### src/design/dfpp_pkg.sv
// dfpp_pkg: constants and types shared by the flash programming debug port.
// assumes: a single 100 MHz system clock domain.
package dfpp_pkg;

  // link target addresses and register resets
  localparam logic [7:0] DFPP_ADDR_CTRL  = 8'h02;
  localparam logic [7:0] DFPP_ADDR_DATA  = 8'hB4;
  localparam logic [7:0] DFPP_ADDR_RST   = 8'h00;
  localparam logic [7:0] DFPP_CTRL_RST   = 8'h00;
  localparam logic [7:0] DFPP_DATA_RST   = 8'h00;

  // unlock sequence codes
  localparam logic [7:0] DFPP_UNLOCK_1ST = 8'h02;
  localparam logic [7:0] DFPP_UNLOCK_2ND = 8'h01;

  // flash command codes
  localparam logic [7:0] DFPP_CMD_BREAD  = 8'h06;
  localparam logic [7:0] DFPP_CMD_BWRITE = 8'h07;
  localparam logic [7:0] DFPP_CMD_PERASE = 8'h08;
  localparam logic [7:0] DFPP_CMD_DERASE = 8'h03;

  // link frame layout
  localparam logic [3:0] DFPP_OP_LAST    = 4'h1;
  localparam logic [3:0] DFPP_BYTE_LAST  = 4'h7;
  localparam logic [3:0] DFPP_BYTE_BITS  = 4'h8;

  typedef enum logic [1:0] {
    DFPP_OP_DREAD  = 2'b00,
    DFPP_OP_DWRITE = 2'b01,
    DFPP_OP_AWRITE = 2'b10,
    DFPP_OP_AREAD  = 2'b11
  } dfpp_op_t;

  typedef struct packed {
    dfpp_op_t   op;
    logic [7:0] data;
  } dfpp_evt_t;

  typedef enum logic [1:0] {
    DFPP_UL_LOCKED = 2'b00,
    DFPP_UL_ARMED  = 2'b01,
    DFPP_UL_OPEN   = 2'b10
  } dfpp_ul_t;

  typedef enum logic [1:0] {
    DFPP_LK_OP = 2'b00,
    DFPP_LK_RX = 2'b01,
    DFPP_LK_TX = 2'b10
  } dfpp_lk_t;

endpackage

### src/design/dfpp_link.sv
// dfpp_link: bit-level engine of the two-wire debug link.
// assumes: link clock and data pins are asynchronous; the host changes data while clock is low.
`timescale 1ns/1ps
`default_nettype none
module dfpp_link import dfpp_pkg::*; (
  // clock and reset
  input  wire logic      i_clock,
  input  wire logic      i_rst,
  // pins
  input  wire logic      i_link_clk_pin,
  input  wire logic      i_link_data_pin,
  // read sources
  input  wire logic [7:0] i_addr_byte,
  input  wire logic [7:0] i_data_byte,
  // events, pin drive and synchronized pin levels
  output dfpp_evt_t      o_evt,
  output logic           o_evt_valid,
  output logic           o_data_out,
  output logic           o_data_oe,
  output logic           o_clk_lvl,
  output logic           o_data_lvl
);

  logic ck_s1_q, ck_s2_q, ck_s3_q, d_s1_q, d_s2_q;
  logic rise, fall;
  dfpp_lk_t st_q, st_d;
  logic [3:0] cnt_q, cnt_d;
  logic [1:0] op_q, op_d;
  logic [7:0] sh_q, sh_d;
  dfpp_evt_t evt_d;
  logic evt_v_d, out_d, oe_d;

  assign rise       = ck_s2_q & ~ck_s3_q;
  assign fall       = ~ck_s2_q & ck_s3_q;
  assign o_clk_lvl  = ck_s2_q;
  assign o_data_lvl = d_s2_q;

  always_comb begin
    st_d    = st_q;
    cnt_d   = cnt_q;
    op_d    = op_q;
    sh_d    = sh_q;
    evt_d   = o_evt;
    evt_v_d = 1'b0;
    out_d   = o_data_out;
    oe_d    = o_data_oe;
    unique case (st_q)
      DFPP_LK_OP: if (rise) begin
        op_d  = {op_q[0], d_s2_q};
        cnt_d = cnt_q + 4'h1;
        if (cnt_q == DFPP_OP_LAST) begin
          cnt_d = 4'h0;
          if (op_d[0] == op_d[1]) begin
            // reads: report, then shift out the selected byte
            evt_d   = '{op: dfpp_op_t'(op_d), data: 8'h00};
            evt_v_d = 1'b1;
            sh_d    = (op_d[1]) ? i_addr_byte : i_data_byte;
            st_d    = DFPP_LK_TX;
          end else begin
            st_d = DFPP_LK_RX;
          end
        end
      end
      DFPP_LK_RX: if (rise) begin
        sh_d  = {sh_q[6:0], d_s2_q};
        cnt_d = cnt_q + 4'h1;
        if (cnt_q == DFPP_BYTE_LAST) begin
          evt_d   = '{op: dfpp_op_t'(op_q), data: sh_d};
          evt_v_d = 1'b1;
          cnt_d   = 4'h0;
          st_d    = DFPP_LK_OP;
        end
      end
      DFPP_LK_TX: if (rise && cnt_q > DFPP_BYTE_BITS) begin
        // the rise after the release ends the frame, it is not an opcode bit
        cnt_d = 4'h0;
        st_d  = DFPP_LK_OP;
      end else if (fall && cnt_q <= DFPP_BYTE_BITS) begin
        if (cnt_q == DFPP_BYTE_BITS) begin
          oe_d  = 1'b0;
          cnt_d = cnt_q + 4'h1;
        end else begin
          out_d = sh_q[7];
          oe_d  = 1'b1;
          sh_d  = {sh_q[6:0], 1'b0};
          cnt_d = cnt_q + 4'h1;
        end
      end
      default: st_d = DFPP_LK_OP;
    endcase
  end

  always_ff @(posedge i_clock or posedge i_rst) begin
    if (i_rst) begin
      // link clock idles high: start the edge detector there so release shows no rise
      ck_s1_q     <= 1'b1;
      ck_s2_q     <= 1'b1;
      ck_s3_q     <= 1'b1;
      d_s1_q      <= 1'b0;
      d_s2_q      <= 1'b0;
      st_q        <= DFPP_LK_OP;
      cnt_q       <= 4'h0;
      op_q        <= 2'b00;
      sh_q        <= 8'h00;
      o_evt       <= '0;
      o_evt_valid <= 1'b0;
      o_data_out  <= 1'b0;
      o_data_oe   <= 1'b0;
    end else begin
      ck_s1_q     <= i_link_clk_pin;
      ck_s2_q     <= ck_s1_q;
      ck_s3_q     <= ck_s2_q;
      d_s1_q      <= i_link_data_pin;
      d_s2_q      <= d_s1_q;
      st_q        <= st_d;
      cnt_q       <= cnt_d;
      op_q        <= op_d;
      sh_q        <= sh_d;
      o_evt       <= evt_d;
      o_evt_valid <= evt_v_d;
      o_data_out  <= out_d;
      o_data_oe   <= oe_d;
    end
  end

endmodule
`default_nettype wire

### src/design/dfpp_top.sv
// dfpp_top: flash programming register pair behind the two-wire debug link.
// assumes: a flash engine on i_clock consumes commands and bytes; the core honours the stall.
// Functional notes
// RL1: control register at link address 0x02, reset zero
// RL2: host writes 0x02 then 0x01 to unlock
// RL3: unlocked stays until system reset
// RL4: data register at link address 0xB4, reset zero
// RL5: 0x06 block read, 0x07 block write
// RL6: 0x08 page erase, 0x03 device erase only
// RL7: core and peripherals stalled during link traffic; the code stalls only while i_halt_req or programming mode is set
// RL8: halted device lends reset and data pins
// RL9: link data commands target the selected address
`timescale 1ns/1ps
`default_nettype none
module dfpp_top import dfpp_pkg::*; (
  // clock and reset
  input  wire logic       i_clock,
  input  wire logic       i_rst,
  // shared pins
  input  wire logic       i_link_clk_pin,
  input  wire logic       i_link_data_pin,
  output logic            o_data_pin_out,
  output logic            o_data_pin_oe,
  // core side
  input  wire logic       i_halt_req,
  input  wire logic       i_user_dout,
  input  wire logic       i_user_doe,
  output logic            o_core_stall_q,
  output logic            o_pin_borrowed_q,
  output logic            o_user_rst_n_q,
  output logic            o_user_din_q,
  // flash engine
  input  wire logic       i_flash_done,
  input  wire logic       i_flash_rvalid,
  input  wire logic [7:0] i_flash_rdata,
  output logic            o_flash_cmd_valid_q,
  output logic [7:0]      o_flash_cmd_q,
  output logic            o_flash_byte_valid_q,
  output logic [7:0]      o_flash_byte_q,
  output logic            o_flash_rd_ack_q,
  output logic            o_bad_cmd_q,
  output logic            o_prog_enabled_q
);

  dfpp_evt_t  evt;
  logic       evt_v, tx_out, tx_oe, ck_lvl, d_lvl;
  logic [7:0] addr_q, addr_d, ctrl_q, ctrl_d, data_q, data_d;
  dfpp_ul_t   ul_q, ul_d;
  logic       busy_q, busy_d;
  logic       wr_ctrl, wr_data, rd_data, open_d, cmd_ok;
  logic       cv_d, bv_d, ra_d, bad_d, stall_d;
  logic [7:0] cmd_d, byte_d;

  dfpp_link u_link (
    .i_clock         (i_clock),
    .i_rst           (i_rst),
    .i_link_clk_pin  (i_link_clk_pin),
    .i_link_data_pin (i_link_data_pin),
    .i_addr_byte     (addr_q),
    .i_data_byte     ((addr_q == DFPP_ADDR_CTRL) ? ctrl_q : data_q),
    .o_evt           (evt),
    .o_evt_valid     (evt_v),
    .o_data_out      (tx_out),
    .o_data_oe       (tx_oe),
    .o_clk_lvl       (ck_lvl),
    .o_data_lvl      (d_lvl)
  );

  // link data commands hit whichever target the address selects
  assign wr_ctrl = evt_v && evt.op == DFPP_OP_DWRITE && addr_q == DFPP_ADDR_CTRL; // RL9
  assign wr_data = evt_v && evt.op == DFPP_OP_DWRITE && addr_q == DFPP_ADDR_DATA; // RL9
  assign rd_data = evt_v && evt.op == DFPP_OP_DREAD && addr_q == DFPP_ADDR_DATA;
  assign cmd_ok  = evt.data == DFPP_CMD_BREAD || evt.data == DFPP_CMD_BWRITE // RL5
                || evt.data == DFPP_CMD_PERASE || evt.data == DFPP_CMD_DERASE; // RL6

  always_comb begin
    addr_d = addr_q;
    ctrl_d = ctrl_q;
    data_d = data_q;
    ul_d   = ul_q;
    if (evt_v && evt.op == DFPP_OP_AWRITE) begin
      addr_d = evt.data; // RL9
    end
    if (wr_ctrl) begin
      ctrl_d = evt.data; // RL1
      unique case (ul_q)
        DFPP_UL_LOCKED: if (evt.data == DFPP_UNLOCK_1ST) begin
          ul_d = DFPP_UL_ARMED; // RL2
        end
        DFPP_UL_ARMED: begin
          if (evt.data == DFPP_UNLOCK_2ND) begin
            ul_d = DFPP_UL_OPEN; // RL2
          end else if (evt.data != DFPP_UNLOCK_1ST) begin
            ul_d = DFPP_UL_LOCKED;
          end
        end
        DFPP_UL_OPEN: ul_d = DFPP_UL_OPEN; // RL3
        default: ul_d = DFPP_UL_LOCKED;
      endcase
    end
    if (wr_data) begin
      data_d = evt.data; // RL4
    end else if (i_flash_rvalid) begin
      data_d = i_flash_rdata;
    end
  end

  // command sequencing toward the flash engine
  assign open_d = (ul_d == DFPP_UL_OPEN);
  always_comb begin
    busy_d = busy_q;
    cv_d   = 1'b0;
    bv_d   = 1'b0;
    ra_d   = rd_data && ul_q == DFPP_UL_OPEN;
    bad_d  = 1'b0;
    cmd_d  = o_flash_cmd_q;
    byte_d = o_flash_byte_q;
    if (i_flash_done) begin
      busy_d = 1'b0;
    end
    if (wr_data && ul_q == DFPP_UL_OPEN) begin
      if (!busy_q) begin
        if (cmd_ok) begin
          cv_d   = 1'b1; // RL5
          cmd_d  = evt.data;
          busy_d = 1'b1;
        end else begin
          bad_d = 1'b1; // RL6
        end
      end else begin
        bv_d   = 1'b1;
        byte_d = evt.data;
      end
    end
    stall_d = i_halt_req || open_d; // RL7 RL3
  end

  always_ff @(posedge i_clock or posedge i_rst) begin
    if (i_rst) begin
      addr_q               <= DFPP_ADDR_RST;
      ctrl_q               <= DFPP_CTRL_RST;
      data_q               <= DFPP_DATA_RST;
      ul_q                 <= DFPP_UL_LOCKED;
      busy_q               <= 1'b0;
      o_flash_cmd_valid_q  <= 1'b0;
      o_flash_cmd_q        <= 8'h00;
      o_flash_byte_valid_q <= 1'b0;
      o_flash_byte_q       <= 8'h00;
      o_flash_rd_ack_q     <= 1'b0;
      o_bad_cmd_q          <= 1'b0;
      o_prog_enabled_q     <= 1'b0;
      o_core_stall_q       <= 1'b0;
      o_pin_borrowed_q     <= 1'b0;
      o_user_rst_n_q       <= 1'b1;
      o_user_din_q         <= 1'b0;
      o_data_pin_out       <= 1'b0;
      o_data_pin_oe        <= 1'b0;
    end else begin
      addr_q               <= addr_d;
      ctrl_q               <= ctrl_d;
      data_q               <= data_d;
      ul_q                 <= ul_d;
      busy_q               <= busy_d;
      o_flash_cmd_valid_q  <= cv_d;
      o_flash_cmd_q        <= cmd_d;
      o_flash_byte_valid_q <= bv_d;
      o_flash_byte_q       <= byte_d;
      o_flash_rd_ack_q     <= ra_d;
      o_bad_cmd_q          <= bad_d;
      o_prog_enabled_q     <= open_d;
      o_core_stall_q       <= stall_d; // RL7
      o_pin_borrowed_q     <= stall_d; // RL8
      // borrowed pins are hidden from the user side
      o_user_rst_n_q       <= stall_d ? 1'b1 : ck_lvl; // RL8
      o_user_din_q         <= stall_d ? o_user_din_q : d_lvl; // RL8
      o_data_pin_out       <= stall_d ? tx_out : i_user_dout; // RL8
      o_data_pin_oe        <= stall_d ? tx_oe : i_user_doe; // RL8
    end
  end
endmodule
`default_nettype wire

### config.mk
export PLATFORM = sky130hd
export DESIGN_NAME = dfpp_top
export DESIGN_NICKNAME = d
export VERILOG_FILES = /design/src/design/dfpp_pkg.sv /design/src/design/dfpp_link.sv /design/src/design/dfpp_top.sv
export SDC_FILE = /design/constraint.sdc
export NUM_CORES = 1
export LEC_CHECK = 0
export BUFFER_PORTS_ARGS = -buffer_cell sky130_fd_sc_hd__clkbuf_2
export CAP_MARGIN = 25
export CORE_ASPECT_RATIO = 0.5
export CORE_MARGIN = 2
export CORE_UTILIZATION = 41
export CTS_BUF_LIST = sky130_fd_sc_hd__clkbuf_2
export DETAILED_ROUTE_END_ITERATION = 10
export PLACE_DENSITY = 0.61
export SLEW_MARGIN = 40
export SYNTH_ARGS = -nofsm -noshare
export SYNTH_HDL_FRONTEND = slang
export SYNTH_SLANG_ARGS = --single-unit
### constraint.sdc
create_clock -name i_clock -period 6 [get_ports i_clock]
set_input_delay 0.6 -clock i_clock [delete_from_list [all_inputs] [get_ports i_clock]]
set_output_delay 0.6 -clock i_clock [all_outputs]
set_load 0.02 [all_outputs]
### Word level (Yosys, flattened, before mapping)

Index checks and enable logic that the tools add are counted.

* add/subtract/negate cells: 1
* order comparisons: 2
* equal/unequal tests: 30
* multiplexer cells: 59
* bitwise gates (word level): 7
* reductions and logical operators: 29

Operator list (number)
* 2-to-1 mux 8 bit: 11
* 2-to-1 mux 10 bit: 5
* equality test 8 x 2 -> 1 bit, second input constant: 3
* 2-to-1 mux 4 bit: 6
* one-hot mux 8 bit (3 select lines): 1
* 2-to-1 mux 1 bit: 21
* 2-to-1 mux 2 bit: 10
* one-hot mux 10 bit (2 select lines): 1
* equality test 8 x 3 -> 1 bit, second input constant: 2
* != test 2 x 1 -> 1 bit, second input constant: 7
* one-hot mux 2 bit (3 select lines): 2
* one-hot mux 4 bit (3 select lines): 1
* logical AND 1 bit: 10
* equality test 2 bit, second input constant: 4
* equality test 8 x 1 -> 1 bit, second input constant: 1
* equality test 8 x 4 -> 1 bit, second input constant: 1
* equality test 8 bit, second input constant: 1
* != test 8 x 2 -> 1 bit, second input constant: 1
* AND reduction 4 bit: 2
* AND reduction 8 bit: 1
* equality test 2 x 1 -> 1 bit, second input constant: 3
* zero test 2 bit: 3
* AND reduction 3 bit: 2
* AND reduction 6 bit: 1
* other kinds (17): 28

* register bits: 87
* input port bits: 17
* output and inout bits: 27
* logic and storage cells: 159

### Logic depth before layout (Yosys ltp)

* depth after elaboration: 8
* mapped depth: 8
* gate-level depth less buffers: 7

### Hierarchy

Synthesis repeated with hierarchy kept, for this count alone.

* cell total of the unflattened synthesis: 358
* area, all modules: 4134.0 um^2

Modules (own cells, without submodules)
* dfpp_top: instances 1, cells each 178, area an instance 2352.3 um^2, seq. area each 1327.5 um^2
* dfpp_link: instances 1, cells each 180, area an instance 1781.7 um^2, seq. area each 854.6 um^2

### Least setup slack after synthesis

Ideal clock, no wire load.

* kind: register to register
* start: register addr_q[3]
* end: register o_user_din_q
* library setup time: 0.125 ns
* data arrival time: 2.241 ns
* required time: 5.875 ns
* setup slack: 3.634 ns
* stages on the path, launching flop included: 6
* path buffers: 0
* clock period less this slack: 2.366 ns
* cells stage by stage: dfrtp_1 > or4b_4 > nor4_4 > mux2_4 > a21oi_4 > mux2_4

* cells in the longest elaborated chain, start to end: 5

RTL lines
* start, declared: line dfpp_top.sv:47 `logic [7:0] addr_q, addr_d, ctrl_q, ctrl_d, data_q, data_d;`
* start signal, assigned: line dfpp_top.sv:159 `addr_q <= addr_d;`
* equality test 8 x 2 -> 1 bit: line dfpp_top.sv:70 `assign wr_ctrl = evt_v && evt.op == DFPP_OP_DWRITE && addr_q == DFPP_ADDR_CTRL;`
* logical AND 1 bit: line dfpp_top.sv:70
* 2-to-1 mux 2 bit: line dfpp_top.sv:84 `if (wr_ctrl) begin`
* equality test 2 bit: line dfpp_top.sv:109 `assign open_d = (ul_d == DFPP_UL_OPEN);`
* logical OR 1 bit: line dfpp_top.sv:135 `stall_d = i_halt_req || open_d;`
* end signal, assigned: line dfpp_top.sv:175 `o_user_din_q <= stall_d ? o_user_din_q : d_lvl;`
* end, declared: line dfpp_top.sv:31 `output logic o_user_din_q,`

No other way between the ends.
A chain may end at the register's enable or synchronous reset.

### Final worst setup path

* start: register addr_q[3]
* end: register o_data_pin_out

* cells in the longest elaborated chain, start to end: 6

RTL lines
* equality test 8 x 2 -> 1 bit: line dfpp_top.sv:70
* logical AND 1 bit: line dfpp_top.sv:70
* 2-to-1 mux 2 bit: line dfpp_top.sv:84
* equality test 2 bit: line dfpp_top.sv:109
* logical OR 1 bit: line dfpp_top.sv:135
* 2-to-1 mux 1 bit: line dfpp_top.sv:176 `o_data_pin_out <= stall_d ? tx_out : i_user_dout;`
* end signal, assigned: line dfpp_top.sv:176
* end, declared: line dfpp_top.sv:22 `output logic o_data_pin_out,`

No other way between the ends.

==> results.toml <==
[sta]
min_period_ns = 2.91
rsz0062_at_grt = "false"
tns_ns = 0
hold_viol = 0
timing.final.crit_share_pct = 48.4
worst_pin_slew_ns = 0.761
fin_ws_ns = 3.09
max_freq_ghz = 0.344
worst_clock_skew_ns = 0.0494
drv_slew = 0
slew_headroom_pct = 48.9
setup_viol = 0

[clock_network]
post-cts-setup-buffers = 0
cts.path.max_buffers = 2
cts_sinks = 87
cts_tree = "built"
cts-resized-gates = 0
holdBufCountCts = 0
clock_latency_ns = 0.58
htree_levels = 3
tritoncts.num_buffers = 9
cts_root_buf = "clkbuf_2"
clkTransAtPathRegs_ns = 0.26

[worst_setup_path]
critical_path_class = "flop to flop"
cpMostUsedCell = "mux2_4"
crit_arrival_ns = 3.37
max_stage_delay_ns = 0.71
slowest_stage = "nor4_4"
worstPathCellList = "or4b_4 > nor4_4 > mux2_4 > a21oi_4 > mux2_4"
startpoint_type = "flop"
required_ns = 6.46
critPathTopFamily = "simple AND/OR/NAND/NOR gates"
crit_buf_inv = 0
end_kind = "flop"
crit_fanout = 17

[placement]
pre_cts_ws_ns = 3.22
dp_hpwl_um = 6330
globalplace.congestion = 0.856
portBuffers = 43

[drt]
drt_wl_total_um = 8930
drt_iter0_markers = 253
routedWlPerCell_um = 15.8
vias = 2900
routed_via_density = 5.12
drc = 0
first_pass_iters = 5
postRouteAntennaNets = 0

[floorplan]
fp.dieArea_um2 = 10700
core_area_um2 = 9510
ios = 44
start_util_pct = 42.4
rows = 25
die_x_um = 144
die_h_um = 74.1

[grt]
grt.overflow.total = 0
grt_start_max_net_pins = 88
grt_usage_pct = 18.6
grt_first_pass_wirelength_um = 14700
first_global_vias = 2727
antenna_found_initial = 0

[yosys]
syn_inst = 387
synthArstFlopShare_pct = 100
ys_warn_count = 0
synth_edf_count = 0
syn_avg_cell_area_um2 = 10.4
yosysUniqueCellTypes = 51
ys_seq_area_share_pct = 54.1
yosys_register_bits = 87
syn_area_um2 = 4030
syn_nets = 411
synth_flop_cell = "dfrtp_1"

[flow_run]
drv_cap = 0

[finish]
drive_gt1_share_pct = 21.8
syn2layout_area_growth_pct = 11.4
fillers = 930
antenna_cells = 0
final_util_pct = 47.2
nNetsFinal = 450

[power]
leakage_nw = 2.00
ir_drop_mv = 0.110
power.density_nw_per_um2 = 365

[outcome]
status = "finished, final reports clean"

[hold_path]
worstHoldPathType = "primary input to asynchronous set/reset pin"
==> Yosys cell counts (5+ instances only) <==
library cell,number,area [um^2]
nand3b_1,5,37.5
nand2_1,47,176
nor2b_1,15,93.8
o21ai_0,46,230
a211oi_1,8,60.1
nor4_1,10,62.6
a21oi_1,6,30.0
dfrtp_1,83,2080
nor2_1,12,45.0
nand2b_1,6,37.5
mux2_2,15,169
nand3_1,11,55.1
inv_1,30,113
o31ai_1,9,67.6
ha_1,7,87.6
mux2i_1,12,120
clkbuf_1,12,45.0
==> worst paths after layout <==
path	from	end	slack, ns	cells past startpoint
worst min-delay path	i_rst	o_flash_cmd_q[7]$_DFFE_PP0P_	0.12	3
worst min register to register	u_link.ck_s1_q$_DFF_PP1_	u_link.o_clk_lvl$_DFF_PP1_	0.37	0
max in group asynchronous	i_rst	u_link.o_data_lvl$_DFF_PP0_	5.29	3
worst max-delay path	addr_q[3]$_DFFE_PP0P_	o_data_pin_out$_DFF_PP0_	3.09	5
worst max register to register	addr_q[3]$_DFFE_PP0P_	o_data_pin_out$_DFF_PP0_	3.09	5
min in group i_clock	i_link_clk_pin	u_link.ck_s1_q$_DFF_PP1_	0.12	1
==> layer usage <==
metal	track usage (%)	wire length, um	vias to the layer above
li1	-	-	1425
met2	26.2	3720	91
met1	27.0	4510	1376
met3	7.28	628	8
met4	4.31	72	0
met5	0	0	-
==> cell families after synthesis <==
group	after synthesis	synth area share, %
flip-flops	87	54.1
adder cells (fa/ha/maj)	7	2.17
AO/OA/AOI/OAI	85	12.8
AND/OR/NAND/NOR	129	17.2
multiplexers	31	8.66
XOR/XNOR	1	0.217
buffers and inverters	47	4.87
==> cell usage in the layout (no fill, tap or decap), types with 4 or more instances in the layout <==
master and count:
o31ai_1 9, nand2b_1 6, inv_1 29, dfrtp_1 83
nor2_1 12, a21oi_1 6, o21ai_0 46, mux2_2 15
a211oi_1 8, nor2b_1 15, clkbuf_2 54, nand2_1 47
mux2_4 4, nand3b_1 5, nand3_1 11, ha_1 7
dfstp_2 4, nor4_1 10, mux2i_1 12
==> area by class of cell <==
cell class | instances | area (um^2) | share of cell area [%]
Clock buffer | 11 | 55.1 | 1.23
Clock inverter | 5 | 57.6 | 1.28
Inverter | 30 | 114 | 2.54
Multi-Input combinational cell | 253 | 1680 | 37.3
Sequential cell | 87 | 2180 | 48.6
Tap cell | 135 | 169 | 3.76
Timing Repair Buffer | 45 | 236 | 5.27
==> sequential cells by signal, summed over array words and instances, names as in the netlist, 2 cells and up <==
register	count
data_q	8
ul_q	2
u_link.op_q	2
u_link.o_evt	10
o_flash_cmd_q	8
addr_q	8
u_link.st_q	2
o_flash_byte_q	8
u_link.cnt_q	4
ctrl_q	8
u_link.sh_q	8
==> power breakdown <==
part	internal (mW)	switching, mW
clock network	0.0993	0.201
registers	0.676	0.106
logic	0.238	0.317
total	1.01	0.625
==> metrics by stage <==
| stage | cells | cell area [um^2] | hold slack (ns) | total power, mW |
|---|---|---|---|---|
| floorplan | 387 | 4030 | 0.331 | 1.19 |
| global placement | 550 | 4360 | 0.333 | 1.34 |
| detailed placement | 550 | 4360 | 0.336 | 1.34 |
| CTS | 566 | 4480 | 0.0725 | 1.65 |
| global route | 566 | 4490 | 0.0155 | 1.77 |
| finish | 566 | 4490 | 0.116 | 1.64 |
==> tightest hold or removal path: stages <==
cell and delay [ns]:
clkbuf_2 0.09, clkinv_2 0.04, clkbuf_8 0.50
No activity file was read; power rests on OpenSTA's default activity.
